File: src/design/sc_dram_pkg.sv
package sc_dram_pkg;
  localparam int CLK_MHZ = 10;
  localparam int CLK_NS = 1000 / CLK_MHZ;
  localparam int POWERUP_US = 200;
  localparam int INIT_REFRESHES = 8;
  localparam int REFRESH_MS = 4;
  localparam int ROWS = 256;
  localparam int ROW_ACCESS_NS = 150;
  localparam int ROW_PRECHARGE_NS = 100;
  localparam int READ_HOLD_AFTER_ROW_NS = 10;
  localparam int ROW_TO_WRITE_DELAY_NS = 185;
  localparam int WRITE_PULSE_NS = 25;
  function automatic int ceil_cycles(input int ns);
    return (ns + CLK_NS - 1) / CLK_NS < 1 ? 1 : (ns + CLK_NS - 1) / CLK_NS;
  endfunction : ceil_cycles
  localparam int POWERUP_CYC = POWERUP_US * 1000 / CLK_NS;
  localparam int REFRESH_INTERVAL_CYC = REFRESH_MS * 1000000 / CLK_NS / ROWS;
  localparam int ACCESS_CYC = ceil_cycles(ROW_ACCESS_NS);
  localparam int PRECHARGE_CYC = ceil_cycles(ROW_PRECHARGE_NS);
  localparam int RMW_CYC = ceil_cycles(ROW_TO_WRITE_DELAY_NS);
  localparam int WRITE_CYC = ceil_cycles(WRITE_PULSE_NS);
  localparam int HOLD_CYC = ceil_cycles(READ_HOLD_AFTER_ROW_NS);
  // Read data must cross the three pin flops and the agree stage before it is sampled
  localparam int SYNC_CYC = 3;
  typedef enum logic [1:0] {OP_READ, OP_WRITE, OP_RMW} op_kind_t;
  typedef struct packed {
    logic row_strobe_b;
    logic column_strobe_b;
    logic write_enable_b;
    logic output_enable_b;
    logic [7:0] multiplexed_address_pins;
  } strobe_bus_t;
endpackage : sc_dram_pkg

File: src/design/sc_dram_host.sv
`timescale 1ns/1ns
`default_nettype none
module sc_dram_host
  import sc_dram_pkg::*;
#(
  parameter int POWERUP_CYCLES = POWERUP_CYC,
  parameter int REFRESH_CYCLES = REFRESH_INTERVAL_CYC,
  parameter bit USE_COUNTER_REFRESH = 1'b1
)(
  input wire logic mclk,
  input wire logic rst_b,
  input wire logic req_valid,
  input wire op_kind_t req_op,
  input wire logic [15:0] req_addr,
  input wire logic [3:0] req_wdata,
  output logic req_ready,
  output logic rsp_valid,
  output logic [3:0] rsp_rdata,
  output logic init_done,
  output strobe_bus_t pins,
  output logic [3:0] dq_out,
  output logic dq_oe,
  input wire logic [3:0] dq_in
);
  typedef enum {S_PAUSE, S_REF_SETUP, S_REF_ROW, S_PRE, S_IDLE, S_ROW, S_COL, S_WR,
    S_DONE} state_t;
  state_t state, next_state;
  logic [31:0] cnt, next_cnt, ref_cnt, next_ref_cnt;
  logic [3:0] inits, next_inits;
  logic [7:0] ref_row, next_ref_row;
  logic ref_due, next_ref_due;
  op_kind_t op, next_op;
  logic [15:0] addr, next_addr;
  logic [3:0] wdata, next_wdata, rdata, next_rdata;
  strobe_bus_t next_pins;
  logic next_oe, next_rsp_valid;
  logic [3:0] s1, s2, s3, dq_sync, next_dq_sync;

  // Three-stage synchroniser on the data pins; accepted when stages two and three agree
  always_ff @(posedge mclk or negedge rst_b)
  begin
    if (!rst_b)
    begin
      s1 <= 4'h0;
      s2 <= 4'h0;
      s3 <= 4'h0;
      dq_sync <= 4'h0;
    end
    else
    begin
      s1 <= dq_in;
      s2 <= s1;
      s3 <= s2;
      dq_sync <= next_dq_sync;
    end
  end
  always_comb
  begin
    next_dq_sync = (s2 == s3) ? s3 : dq_sync;
  end

  always_comb
  begin
    next_state = state;
    next_cnt = (cnt == 32'h0) ? 32'h0 : cnt - 32'h1;
    next_ref_cnt = (ref_cnt == 32'h0) ? 32'h0 : ref_cnt - 32'h1;
    next_ref_due = ref_due || (ref_cnt == 32'h0);
    next_inits = inits;
    next_ref_row = ref_row;
    next_op = op;
    next_addr = addr;
    next_wdata = wdata;
    next_rdata = rdata;
    next_pins = pins;
    next_oe = dq_oe;
    next_rsp_valid = 1'b0;
    case (state)
      S_PAUSE:
      begin
        if (cnt == 32'h0)
        begin
          next_state = S_REF_SETUP;
          next_cnt = 32'(HOLD_CYC);
          if (USE_COUNTER_REFRESH)
            next_pins.column_strobe_b = 1'b0;
          else
            next_pins.multiplexed_address_pins = ref_row;
        end
      end
      S_REF_SETUP:
      begin
        if (cnt == 32'h0)
        begin
          next_pins.row_strobe_b = 1'b0;
          next_cnt = 32'(ACCESS_CYC);
          next_state = S_REF_ROW;
        end
      end
      S_REF_ROW:
      begin
        if (cnt == 32'h0)
        begin
          next_pins.row_strobe_b = 1'b1;
          next_pins.column_strobe_b = 1'b1;
          next_ref_row = ref_row + 8'h1;
          next_cnt = 32'(PRECHARGE_CYC);
          if (inits != 4'(INIT_REFRESHES))
            next_inits = inits + 4'h1;
          next_state = S_PRE;
        end
      end
      S_PRE:
      begin
        if (cnt == 32'h0)
          next_state = (inits == 4'(INIT_REFRESHES)) ? S_IDLE : S_PAUSE;
      end
      S_IDLE:
      begin
        if (ref_due)
        begin
          next_ref_due = 1'b0;
          next_ref_cnt = 32'(REFRESH_CYCLES);
          next_state = S_PAUSE;
        end
        else if (req_valid)
        begin
          next_op = req_op;
          next_addr = req_addr;
          next_wdata = req_wdata;
          next_pins.multiplexed_address_pins = req_addr[15:8];
          next_pins.row_strobe_b = 1'b0;
          next_pins.write_enable_b = 1'b1;
          next_pins.output_enable_b = (req_op == OP_WRITE);
          next_cnt = 32'(HOLD_CYC);
          next_state = S_ROW;
        end
      end
      S_ROW:
      begin
        // Write data stands on the pins a cycle before write enable falls
        if (op == OP_WRITE)
          next_oe = 1'b1;
        if (cnt == 32'h0)
        begin
          next_pins.multiplexed_address_pins = addr[7:0];
          next_pins.column_strobe_b = 1'b0;
          // Wait out the synchroniser too, or the sample would see the idle bus
          next_cnt = 32'((op == OP_RMW ? RMW_CYC : ACCESS_CYC) + SYNC_CYC);
          next_state = S_COL;
          if (op == OP_WRITE)
          begin
            next_pins.write_enable_b = 1'b0;
            next_cnt = 32'(WRITE_CYC);
          end
        end
      end
      S_COL:
      begin
        // Address stays put until data is valid, so no column latch is assumed
        if (cnt == 32'h0)
        begin
          if (op == OP_WRITE)
            next_state = S_DONE;
          else
          begin
            next_rdata = dq_sync;
            next_rsp_valid = (op == OP_READ);
            next_state = (op == OP_RMW) ? S_WR : S_DONE;
            if (op == OP_RMW)
            begin
              next_pins.output_enable_b = 1'b1;
              next_pins.write_enable_b = 1'b0;
              next_oe = 1'b1;
              next_cnt = 32'(WRITE_CYC);
              next_rsp_valid = 1'b1;
            end
          end
          if (op == OP_WRITE)
            next_oe = 1'b0;
        end
        else if (op == OP_WRITE)
          next_oe = 1'b1;
      end
      S_WR:
      begin
        if (cnt == 32'h0)
          next_state = S_DONE;
      end
      S_DONE:
      begin
        // Write enable is left as it is here; after a write it stays low until the next access raises it as the row strobe falls
        next_pins.row_strobe_b = 1'b1;
        next_pins.column_strobe_b = 1'b1;
        next_pins.output_enable_b = 1'b1;
        next_oe = 1'b0;
        next_cnt = 32'(PRECHARGE_CYC);
        next_state = S_PRE;
      end
      default:
        next_state = S_PAUSE;
    endcase
  end

  always_ff @(posedge mclk or negedge rst_b)
  begin
    if (!rst_b)
    begin
      state <= S_PAUSE;
      cnt <= 32'(POWERUP_CYCLES);
      ref_cnt <= 32'(REFRESH_CYCLES);
      ref_due <= 1'b0;
      inits <= 4'h0;
      ref_row <= 8'h0;
      op <= OP_READ;
      addr <= 16'h0;
      wdata <= 4'h0;
      rdata <= 4'h0;
      pins <= '{1'b1, 1'b1, 1'b1, 1'b1, 8'h0};
      dq_oe <= 1'b0;
      rsp_valid <= 1'b0;
      req_ready <= 1'b0;
      init_done <= 1'b0;
      rsp_rdata <= 4'h0;
      dq_out <= 4'h0;
    end
    else
    begin
      state <= next_state;
      cnt <= next_cnt;
      ref_cnt <= next_ref_cnt;
      ref_due <= next_ref_due;
      inits <= next_inits;
      ref_row <= next_ref_row;
      op <= next_op;
      addr <= next_addr;
      wdata <= next_wdata;
      rdata <= next_rdata;
      pins <= next_pins;
      dq_oe <= next_oe;
      rsp_valid <= next_rsp_valid;
      req_ready <= (next_state == S_IDLE) && !next_ref_due;
      init_done <= (next_inits == 4'(INIT_REFRESHES));
      rsp_rdata <= next_rdata;
      dq_out <= next_wdata;
    end
  end

  AST_PAUSE_STROBES_HIGH: assert property (@(posedge mclk) disable iff (!rst_b)
    state == S_PAUSE |-> pins.row_strobe_b && pins.column_strobe_b)
    else $error("strobes low during pause");
  AST_NO_DRIVE_OE_LOW: assert property (@(posedge mclk) disable iff (!rst_b)
    dq_oe |-> pins.output_enable_b)
    else $error("data driven while output enable low");
  AST_INIT_BEFORE_USE: assert property (@(posedge mclk) disable iff (!rst_b)
    state == S_ROW |-> inits == 4'(INIT_REFRESHES))
    else $error("access before initial refreshes");
  AST_RAS_RELEASE: assert property (@(posedge mclk) disable iff (!rst_b)
    $rose(pins.row_strobe_b) && op == OP_READ |-> pins.write_enable_b)
    else $error("write enable low at row strobe rise");
  AST_CBR_SETUP: assert property (@(posedge mclk) disable iff (!rst_b)
    $fell(pins.row_strobe_b) && state == S_REF_ROW |-> $past(pins.column_strobe_b)
      == !USE_COUNTER_REFRESH)
    else $error("refresh strobe order wrong");
  AST_ROW_WRAP: assert property (@(posedge mclk) disable iff (!rst_b)
    $changed(ref_row) |-> ref_row == $past(ref_row) + 8'h1)
    else $error("refresh row step wrong");
  AST_READ_RESP: assert property (@(posedge mclk) disable iff (!rst_b)
    state == S_COL && op == OP_READ && cnt == 32'h0 |=> rsp_valid)
    else $error("read response missing");
  AST_WE_HIGH_READ: assert property (@(posedge mclk) disable iff (!rst_b)
    state == S_COL && op == OP_READ |-> pins.write_enable_b)
    else $error("write enable low in read");
  AST_WRITE_DATA_SET: assert property (@(posedge mclk) disable iff (!rst_b)
    $fell(pins.write_enable_b) |-> dq_oe && pins.output_enable_b)
    else $error("write enable fell without data driven");
endmodule : sc_dram_host
`default_nettype wire

File: config.mk
export PLATFORM = sky130hd
export DESIGN_NAME = sc_dram_host
export DESIGN_NICKNAME = d
export VERILOG_FILES = /design/src/design/sc_dram_pkg.sv /design/src/design/sc_dram_host.sv
export SDC_FILE = /design/constraint.sdc
export NUM_CORES = 1
export LEC_CHECK = 0
export BUFFER_PORTS_ARGS = -buffer_cell sky130_fd_sc_hd__buf_2
export CAP_MARGIN = 25
export CORE_ASPECT_RATIO = 1.4
export CORE_MARGIN = 5
export CORE_UTILIZATION = 52
export DETAILED_ROUTE_END_ITERATION = 7
export HOLD_SLACK_MARGIN = 0.03
export PLACE_DENSITY_LB_ADDON = 0.2
export SLEW_MARGIN = 20
export SYNTH_ARGS = -nofsm -noshare
export SYNTH_HDL_FRONTEND = slang
export SYNTH_SLANG_ARGS = --single-unit
export TNS_END_PERCENT = 5
File: constraint.sdc
create_clock -name mclk -period 3.4 [get_ports mclk]
set_clock_uncertainty 0.2 [all_clocks]
set_input_delay 0.17 -clock mclk [delete_from_list [all_inputs] [get_ports mclk]]
set_output_delay 0.17 -clock mclk [all_outputs]
set_load 0.05 [all_outputs]
Word-level counts from Yosys, hierarchy flattened
Index checks and enable logic that the tools add are counted.

word-level totals
  bits in registers = 151
  bits of input ports = 29
  output and inout port bits = 24
  logic and storage cells = 134

operators by class
  add/subtract/negate cells = 3
  eq/ne operators = 27
  mux-type cells = 58
  bitwise gates (word level) = 2
  reduce and logical (&&, ||, !) cells = 22

operators by type and width
  cell                                                                     number
  32-bit 2-to-1 mux                                                        21
  32-bit case mux with 9 select lines                                      1
  32-bit case mux with 6 select lines                                      1
  32-bit by 3-bit equality test with 1-bit output (second input constant)  4
  32-bit logical NOT                                                       3
  32-bit by 2-bit equality test with 1-bit output (second input constant)  2
  32-bit by 4-bit equality test with 1-bit output (second input constant)  2
  32-bit by 1-bit subtractor with 32-bit output (second input constant)    2
  32-bit by 1-bit equality test with 1-bit output (second input constant)  1
  10-bit 2-to-1 mux                                                        2
  4-bit 2-to-1 mux                                                         5
  2-bit != test (second input constant)                                    10
  8-bit case mux with 2 select lines                                       1
  1-bit 2-to-1 mux                                                         14
  2-bit 2-to-1 mux                                                         5
  1-bit case mux with 3 select lines                                       3
  3-bit nonzero test                                                       3
  4-bit equality test (second input constant)                              2
  8-bit 2-to-1 mux                                                         1
  4-bit != test (second input constant)                                    2
  1-bit case mux with 4 select lines                                       2
  4-bit AND reduction                                                      2
  8-bit AND reduction                                                      1
  4-bit nonzero test                                                       2
  other kinds (16)                                                         20

Depth between registers and ports, before layout
Gate-level depths: netlist of the first run.

  depth in word-level cells = 7
  mapped depth = 10
  mapped depth without buffers = 8

Least setup slack after synthesis of the first run
No wires, ideal clock.

  path kind = reg2reg
  from = register state[28]
  to = register addr[0]
  library setup time = 0.125 ns
  data arrival time = 2.231 ns
  required time = 3.075 ns
  setup slack = 0.844 ns
  cell stages (with the launch flop) = 7
  buffers on the path = 1
  clock period less this slack = 2.556 ns
  cell sequence = dfrtp_1 > nor4_1 > nand4_1 > or2_2 > nor3_1 > buf_4 > mux2_2

on the way
  longest elaborated chain between the ends = 2

ends and longest elaborated chain
  element                                          RTL line             text
  start, declared                                  sc_dram_host.sv:27   state_t state, next_state;
  start signal, assigned                           sc_dram_host.sv:228  state <= next_state;
  32-bit by 3-bit equality test with 1-bit output  sc_dram_host.sv:77   case (state)
  3-bit AND reduction (no line)                    -
  end signal, assigned                             sc_dram_host.sv:235  addr <= next_addr;
  end, declared                                    sc_dram_host.sv:33   logic [15:0] addr, next_addr;

No other way between the ends.
A chain may end at the register's enable or synchronous reset.

Worst setup path after layout of the first run
  from = register cnt[16]
  to = register rdata[3]

on the way
  longest elaborated chain between the ends = 2

ends and longest elaborated chain
  element                        RTL line             text
  start, declared                sc_dram_host.sv:28   logic [31:0] cnt, next_cnt, ref_cnt, next_ref_cnt;
  start signal, assigned         sc_dram_host.sv:209  cnt <= 32'(POWERUP_CYCLES);
  start signal, assigned         sc_dram_host.sv:229  cnt <= next_cnt;
  32-bit logical NOT             sc_dram_host.sv:160  if (cnt == 32'h0)
  3-bit AND reduction (no line)  -
  end signal, assigned           sc_dram_host.sv:237  rdata <= next_rdata;
  end, declared                  sc_dram_host.sv:34   logic [3:0] wdata, next_wdata, rdata, next_rdata;

No other way between the ends.

==> results of run 1 <==
## registers in the layout (all words and copies together) (netlist names)
register   cells
addr           8
s2             4
dq_oe          1
ref_cnt       32
s1             4
init_done      1
dq_sync        4
s3             4
op             2
pins          12
rdata          4
inits          4
state         32
rsp_valid      1
cnt           32
ref_due        1
req_ready      1
wdata          4
## power groups by stage
stage	Clock [W]	Combinational, W	Sequential [W]
4_1_cts	0.00188	0.000151	0.00187
2_1_floorplan	0	0.0000488	0.00191
6_report	0.00183	0.000148	0.00187
3_3_place_gp	0	0.000120	0.00190
3_5_place_dp	0	0.000126	0.00191
5_1_grt	0.00197	0.000169	0.00188
## cells by family (layout without fill, tap and decap cells)
| kind of cell | Yosys count | count (layout) |
|---|---|---|
| compound gates | 55 | 55 |
| xor+xnor | 64 | 64 |
| fa+ha+maj | 6 | 6 |
| buf+inv | 29 | 133 |
| flops | 151 | 151 |
| mux | 34 | 34 |
| other cells | 1 | 29 |
| simple gates | 253 | 253 |
## final timing paths
| kind | slack (ns) | end | cells after the start |
|---|---|---|---|
| worst max-delay path | 0.62 | rdata[3]$_DFFE_PN0P_ | 6 |
| worst min-delay path | 0.14 | cnt[0]$_DFF_PN0_ | 5 |
| worst max register to register | 0.62 | rdata[3]$_DFFE_PN0P_ | 6 |
| worst min register to register | 0.15 | s2[1]$_DFF_PN0_ | 0 |
| max in group asynchronous | 2.00 | pins[9]$_DFFE_PN1P_ | 3 |
| min in group asynchronous | 0.17 | cnt[23]$_DFF_PN0_ | 2 |
## cell type report
| cell class | count | area, sq um |
|---|---|---|
| Fill cell | 943 | 4350 |
| Sequential cell | 151 | 3800 |
| Multi-Input combinational cell | 440 | 2810 |
| Timing Repair Buffer | 92 | 644 |
| Clock buffer | 17 | 425 |
| Tap cell | 150 | 188 |
| Clock inverter | 15 | 176 |
| Inverter | 9 | 33.8 |
| Antenna cell | 1 | 2.50 |
## synthesized netlist by cell type (all sizes together) (2+ instances only)
cell / number / share of area, %
dfrtp: 137 / 52
nor2: 78 / 4.4
xnor2: 41 / 5.4
nand2: 34 / 2.0
nor3: 32 / 2.7
mux2: 25 / 4.2
nor4: 24 / 2.5
o21ai: 24 / 1.8
xor2: 23 / 3.0
nand3: 18 / 1.4
dfstp: 14 / 5.6
or4: 14 / 1.6
clkbuf: 12 / 0.68
inv: 9 / 0.51
mux2i: 9 / 1.4
buf: 8 / 0.74
nand4: 8 / 0.76
nor2b: 8 / 0.76
a21oi: 7 / 0.53
ha: 6 / 1.1
nand2b: 6 / 0.57
and3: 5 / 0.55
o31ai: 5 / 0.64
or3: 5 / 0.47
a31oi: 4 / 0.38
nand3b: 4 / 0.45
nor3b: 4 / 0.45
nor4b: 3 / 0.49
or2: 3 / 0.28
a21boi: 2 / 0.23
o22ai: 2 / 0.19
o311ai: 2 / 0.26
## stage by stage
step	total power [W]	setup WS (ns)	area, sq um	hold WS, ns	util (%)
6_report	0.00385	0.623	8080	0.143	65.0
5_1_grt	0.00402	0.474	8080	0.160	65.0
4_1_cts	0.00390	0.633	8080	0.116	65.0
3_5_place_dp	0.00203	0.649	7200	0.0801	58.0
3_3_place_gp	0.00202	0.559	7200	0.0704	57.9
2_1_floorplan	0.00196	0.844	6730	-0.326	-
## routing by layer
metal | GRT usage (%) | wire length [um]
met5 | 0 | 0
met3 | 4.99 | 459
met1 | 21.6 | 5320
met4 | 6.77 | 205
met2 | 34.7 | 7470
## worst max-delay path: stages (launching register included)
cell	delay, ns
dfrtp_1	0.40
or4_1	0.68
nor3_4	0.26
nand3_2	0.19
nor4_2	0.40
nand2_1	0.21
mux2_2	0.31
==> impl_metrics.ini, run 1 <==
[final_layout]
final_nets = 746
drive_gt1_share_pct = 21.1
mostFrequentLayoutCells = dfrtp_1 (137), nor2_1 (78), buf_2 (52)
syn_to_final_growth_pct = 21.9
final_common_cell = dfrtp_1
instances_no_fill = 875

[status]
status = finished, final reports clean

[clock_tree]
postCtsSetupBuffers = 0
insertion_delay_ns = 0.42
numClockSinks = 151
cts_tree = built
clkTransAtPathRegs_ns = 0.07
clockBufferDepth = 2
cts_hold_buf = 27
htree_levels = 4
cts_root_buf = clkbuf_16
cts_buffers = 17
cts-resized-gates = 0

[placement]
numPortBuffers = 52
dp_cells = 815
routabilityCongestion = 0.833
dp_hpwl_um = 9300

[timing]
finalCriticalPeriod_ns = 2.78
tightest_slew_ns = 0.778
finalSetupViolCount = 0
hold_violations = 0
slew_headroom_pct = 48.2
fin_crit_sh_pct = 81.7
fmax_mhz = 360
rsz0062_at_grt = false
slew_violations = 0
fin_setup_tns_ns = 0

[floorplan]
initial_core_util_pct = 53.3
die-area_sq_um = 15100
die_h_um = 144
core_region_area_sq_um = 12400
die_x_um = 105
io_pins = 53
rows = 48

[grt]
grt_usage_pct = 19.1
first_global_vias = 4836
grt_max_degree = 90
grt_pass1_wl_um = 23100
antenna_found_initial = 0
overflow = 0

[detailed_routing]
ant_nets = 0
dr.pass1.iters = 6
wl_per_cell_um = 15.4
wirelength_um = 13500
via_per_inst = 5.38
drt_iter0_markers = 159
vias = 4707
drc = 0

[logic_synthesis]
synth-compound-area-share_pct = 5.23
synth.cell_area_sq_um = 6630
yosysWarnings = 0
syn_inst = 593
ys.flop_type = dfrtp_1
ys_seq_area_share_pct = 57.3
synth_edf_count = 0
synthSimpleGateAreaFrac_pct = 20.3
synth_fa_ha_area_share_pct = 1.13
ys_ff_latch = 151
synth_mux_area_share_pct = 5.61
async_flop_share_pct = 100
synth.avg_cell_area_sq_um = 11.2
yosys.cell_types.count = 60
synth_top_family_by_area = simple AND/OR/NAND/NOR gates
synthXorXnorAreaFrac_pct = 8.46

[power_and_ir_drop]
switchingPower_w = 0.000938
comb_power_share_pct = 3.8
pwr-share-seq_pct = 48.7
power_density_nw_per_um2 = 477
swShare_pct = 24.3
vdd_drop_max_v = 0.000322
pwr-share-clk_pct = 47.5
p_int_w = 0.00291
leakagePower_nw = 4.07

[worst_setup_path]
cp.required_ns = 3.50
cp_data_arrival_time_ns = 2.88
critical_path_peak_fanout = 7
timing.rr.start = cnt[16]$_DFF_PN0_
start_kind = flip-flop
crit_type = reg2reg
startpoint = cnt[16]$_DFF_PN0_
crit_path_end_kind = flip-flop

[min_path]
hold_path.class = in2reg
min-delay-start = req_valid

[job]
max-cap-violations = 0
No activity file was read; power rests on OpenSTA's default activity.
==> run 2, diff against run 1 <==
Clock period 3.4 ns to 2.55 ns, I/O delays scaled along.
==> impl_metrics.ini, run 2 (synthesis gave the netlist of run 1 again) <==
[status]
status = finished, final reports clean

[clock_tree]
numClockSinks = 151
postCtsSetupBuffers = 0
cts_tree = built
cts_root_buf = clkbuf_16
clkTransAtPathRegs_ns = 0.06
cts_buffers = 17
htree_levels = 4
insertion_delay_ns = 0.42
clockBufferDepth = 2

[timing]
fin_hold_ws_ns = 0.0719
slew_violations = 0
fin_ws_ns = 0.0347
fmax_mhz = 398
slew_headroom_pct = 60.6
fin_crit_sh_pct = 98.6
tightest_slew_ns = 0.591
fin_setup_tns_ns = 0
hold_violations = 0
finalCriticalPeriod_ns = 2.52
finalSetupViolCount = 0
rsz0062_at_grt = true

[worst_setup_path]
crit_path_end_kind = flip-flop
cp_slowest_cell = or4_4
cp_data_arrival_time_ns = 2.63
cp.required_ns = 2.66
crit_chain = or4_4, nor3_4, and3_4, a2111oi_0, a221o_1, nor4bb_1
crit_buf_inv = 0
critical_path_peak_fanout = 10
crit_type = reg2reg
cp_slowest_stage_delay_ns = 0.58
start_kind = flip-flop
cp_top_family = simple AND/OR/NAND/NOR gates

[detailed_routing]
via_per_inst = 5.39
ant_nets = 0
drc = 0
drt_iter0_markers = 307
vias = 5023
dr.pass1.iters = 4
wirelength_um = 14600
wl_per_cell_um = 15.6

[job]
max-cap-violations = 0

[final_layout]
instances_no_fill = 932
drive_gt1_share_pct = 27.8
final_common_cell = dfrtp_1
reg_top3 = cnt (32), ref_cnt (32), state (32)
syn_to_final_growth_pct = 30.3
fill_cells = 871
final_nets = 803
mostFrequentLayoutCells = dfrtp_1 (137), nor2_1 (78), buf_4 (63)

[power_and_ir_drop]
vdd_drop_max_v = 0.000472
power_density_nw_per_um2 = 612
leakagePower_nw = 4.39

[floorplan]
die_h_um = 144
die-area_sq_um = 15100
die_x_um = 105
core_region_area_sq_um = 12400
io_pins = 53
initial_core_util_pct = 53.3
rows = 48

[placement]
numPortBuffers = 52
routabilityCongestion = 0.935
dp_cells = 872
dp_slack_ns = -0.0204
dp_hpwl_um = 9950

[grt]
overflow = 0
first_global_vias = 5339
grt_max_degree = 63
antenna_found_initial = 0
grt_pass1_wl_um = 24900
grt_usage_pct = 20.4

[min_path]
hold_path.class = in2async
[run 2: changes by cell type in the layout (fill, tap and decap cells not counted), sizes merged]
cell / previous run / this run
buf: 65 / 122
bufinv: 0 / 1
clkinv: 6 / 5
[run 2: final timing paths]
path	start	end	slack (ns)	cells past startpoint
worst max-delay path	cnt[19]$_DFF_PN0_	req_ready$_DFF_PN0_	0.03	6
worst min-delay path	rst_b	cnt[29]$_DFF_PN0_	0.07	2
worst max register to register	cnt[19]$_DFF_PN0_	req_ready$_DFF_PN0_	0.03	6
worst min register to register	s1[1]$_DFF_PN0_	s2[1]$_DFF_PN0_	0.15	0
max in group asynchronous	rst_b	cnt[4]$_DFF_PN1_	1.37	3
min in group mclk	req_valid	cnt[0]$_DFF_PN0_	0.12	5
[run 2: what timing repair did]
| action | 4_1_cts | 5_1_grt |
|---|---|---|
| hold endpoints to repair | 169 | 0 |
| resized for setup | 2 | 12 |
| gates cloned | 0 | 0 |
| endpoints found under the setup margin | 5 | 34 |
| pin swaps | 0 | 3 |
| hold buffers | 27 | 0 |
[run 2: stage by stage]
step	instance area (sq um)	utilization (%)	power, W
detailed placement	7680	61.8	0.00272
CTS	8590	69.1	0.00534
finish	8630	69.4	0.00528
global route	8630	69.4	0.00548
global placement	7680	61.8	0.00271
floorplan	6730	-	0.00261
[run 2: power by group]
part | internal (W) | total [W] | switching (W)
Combinational | 0.0000980 | 0.000206 | 0.000108
Clock | 0.00143 | 0.00258 | 0.00115
Sequential | 0.00247 | 0.00250 | 0.0000330
Total | 0.00399 | 0.00528 | 0.00129
[run 2: layout make-up]
| class | count | area (sq um) | share of cell area, % |
|---|---|---|---|
| Clock buffer | 17 | 425 | 4.93 |
| Inverter | 9 | 33.8 | 0.391 |
| Tap cell | 150 | 188 | 2.17 |
| Clock inverter | 15 | 200 | 2.32 |
| Sequential cell | 151 | 3800 | 44.0 |
| Multi-Input combinational cell | 440 | 2850 | 33.1 |
| Timing Repair Buffer | 149 | 1130 | 13.1 |
| Antenna cell | 1 | 2.50 | 0.0290 |
[run 2: metal layers]
metal	global-route usage [%]	wire, um
met2	38.2	8190
met5	0	0
met1	22.9	5700
met4	8.02	279
met3	3.60	393
[run 2: worst register-to-register path: stages (launching register included)]
cell and delay [ns]:
dfrtp_1 0.37, or4_4 0.58, nor3_4 0.29, and3_4 0.31
a2111oi_0 0.12, a221o_1 0.29, nor4bb_1 0.27
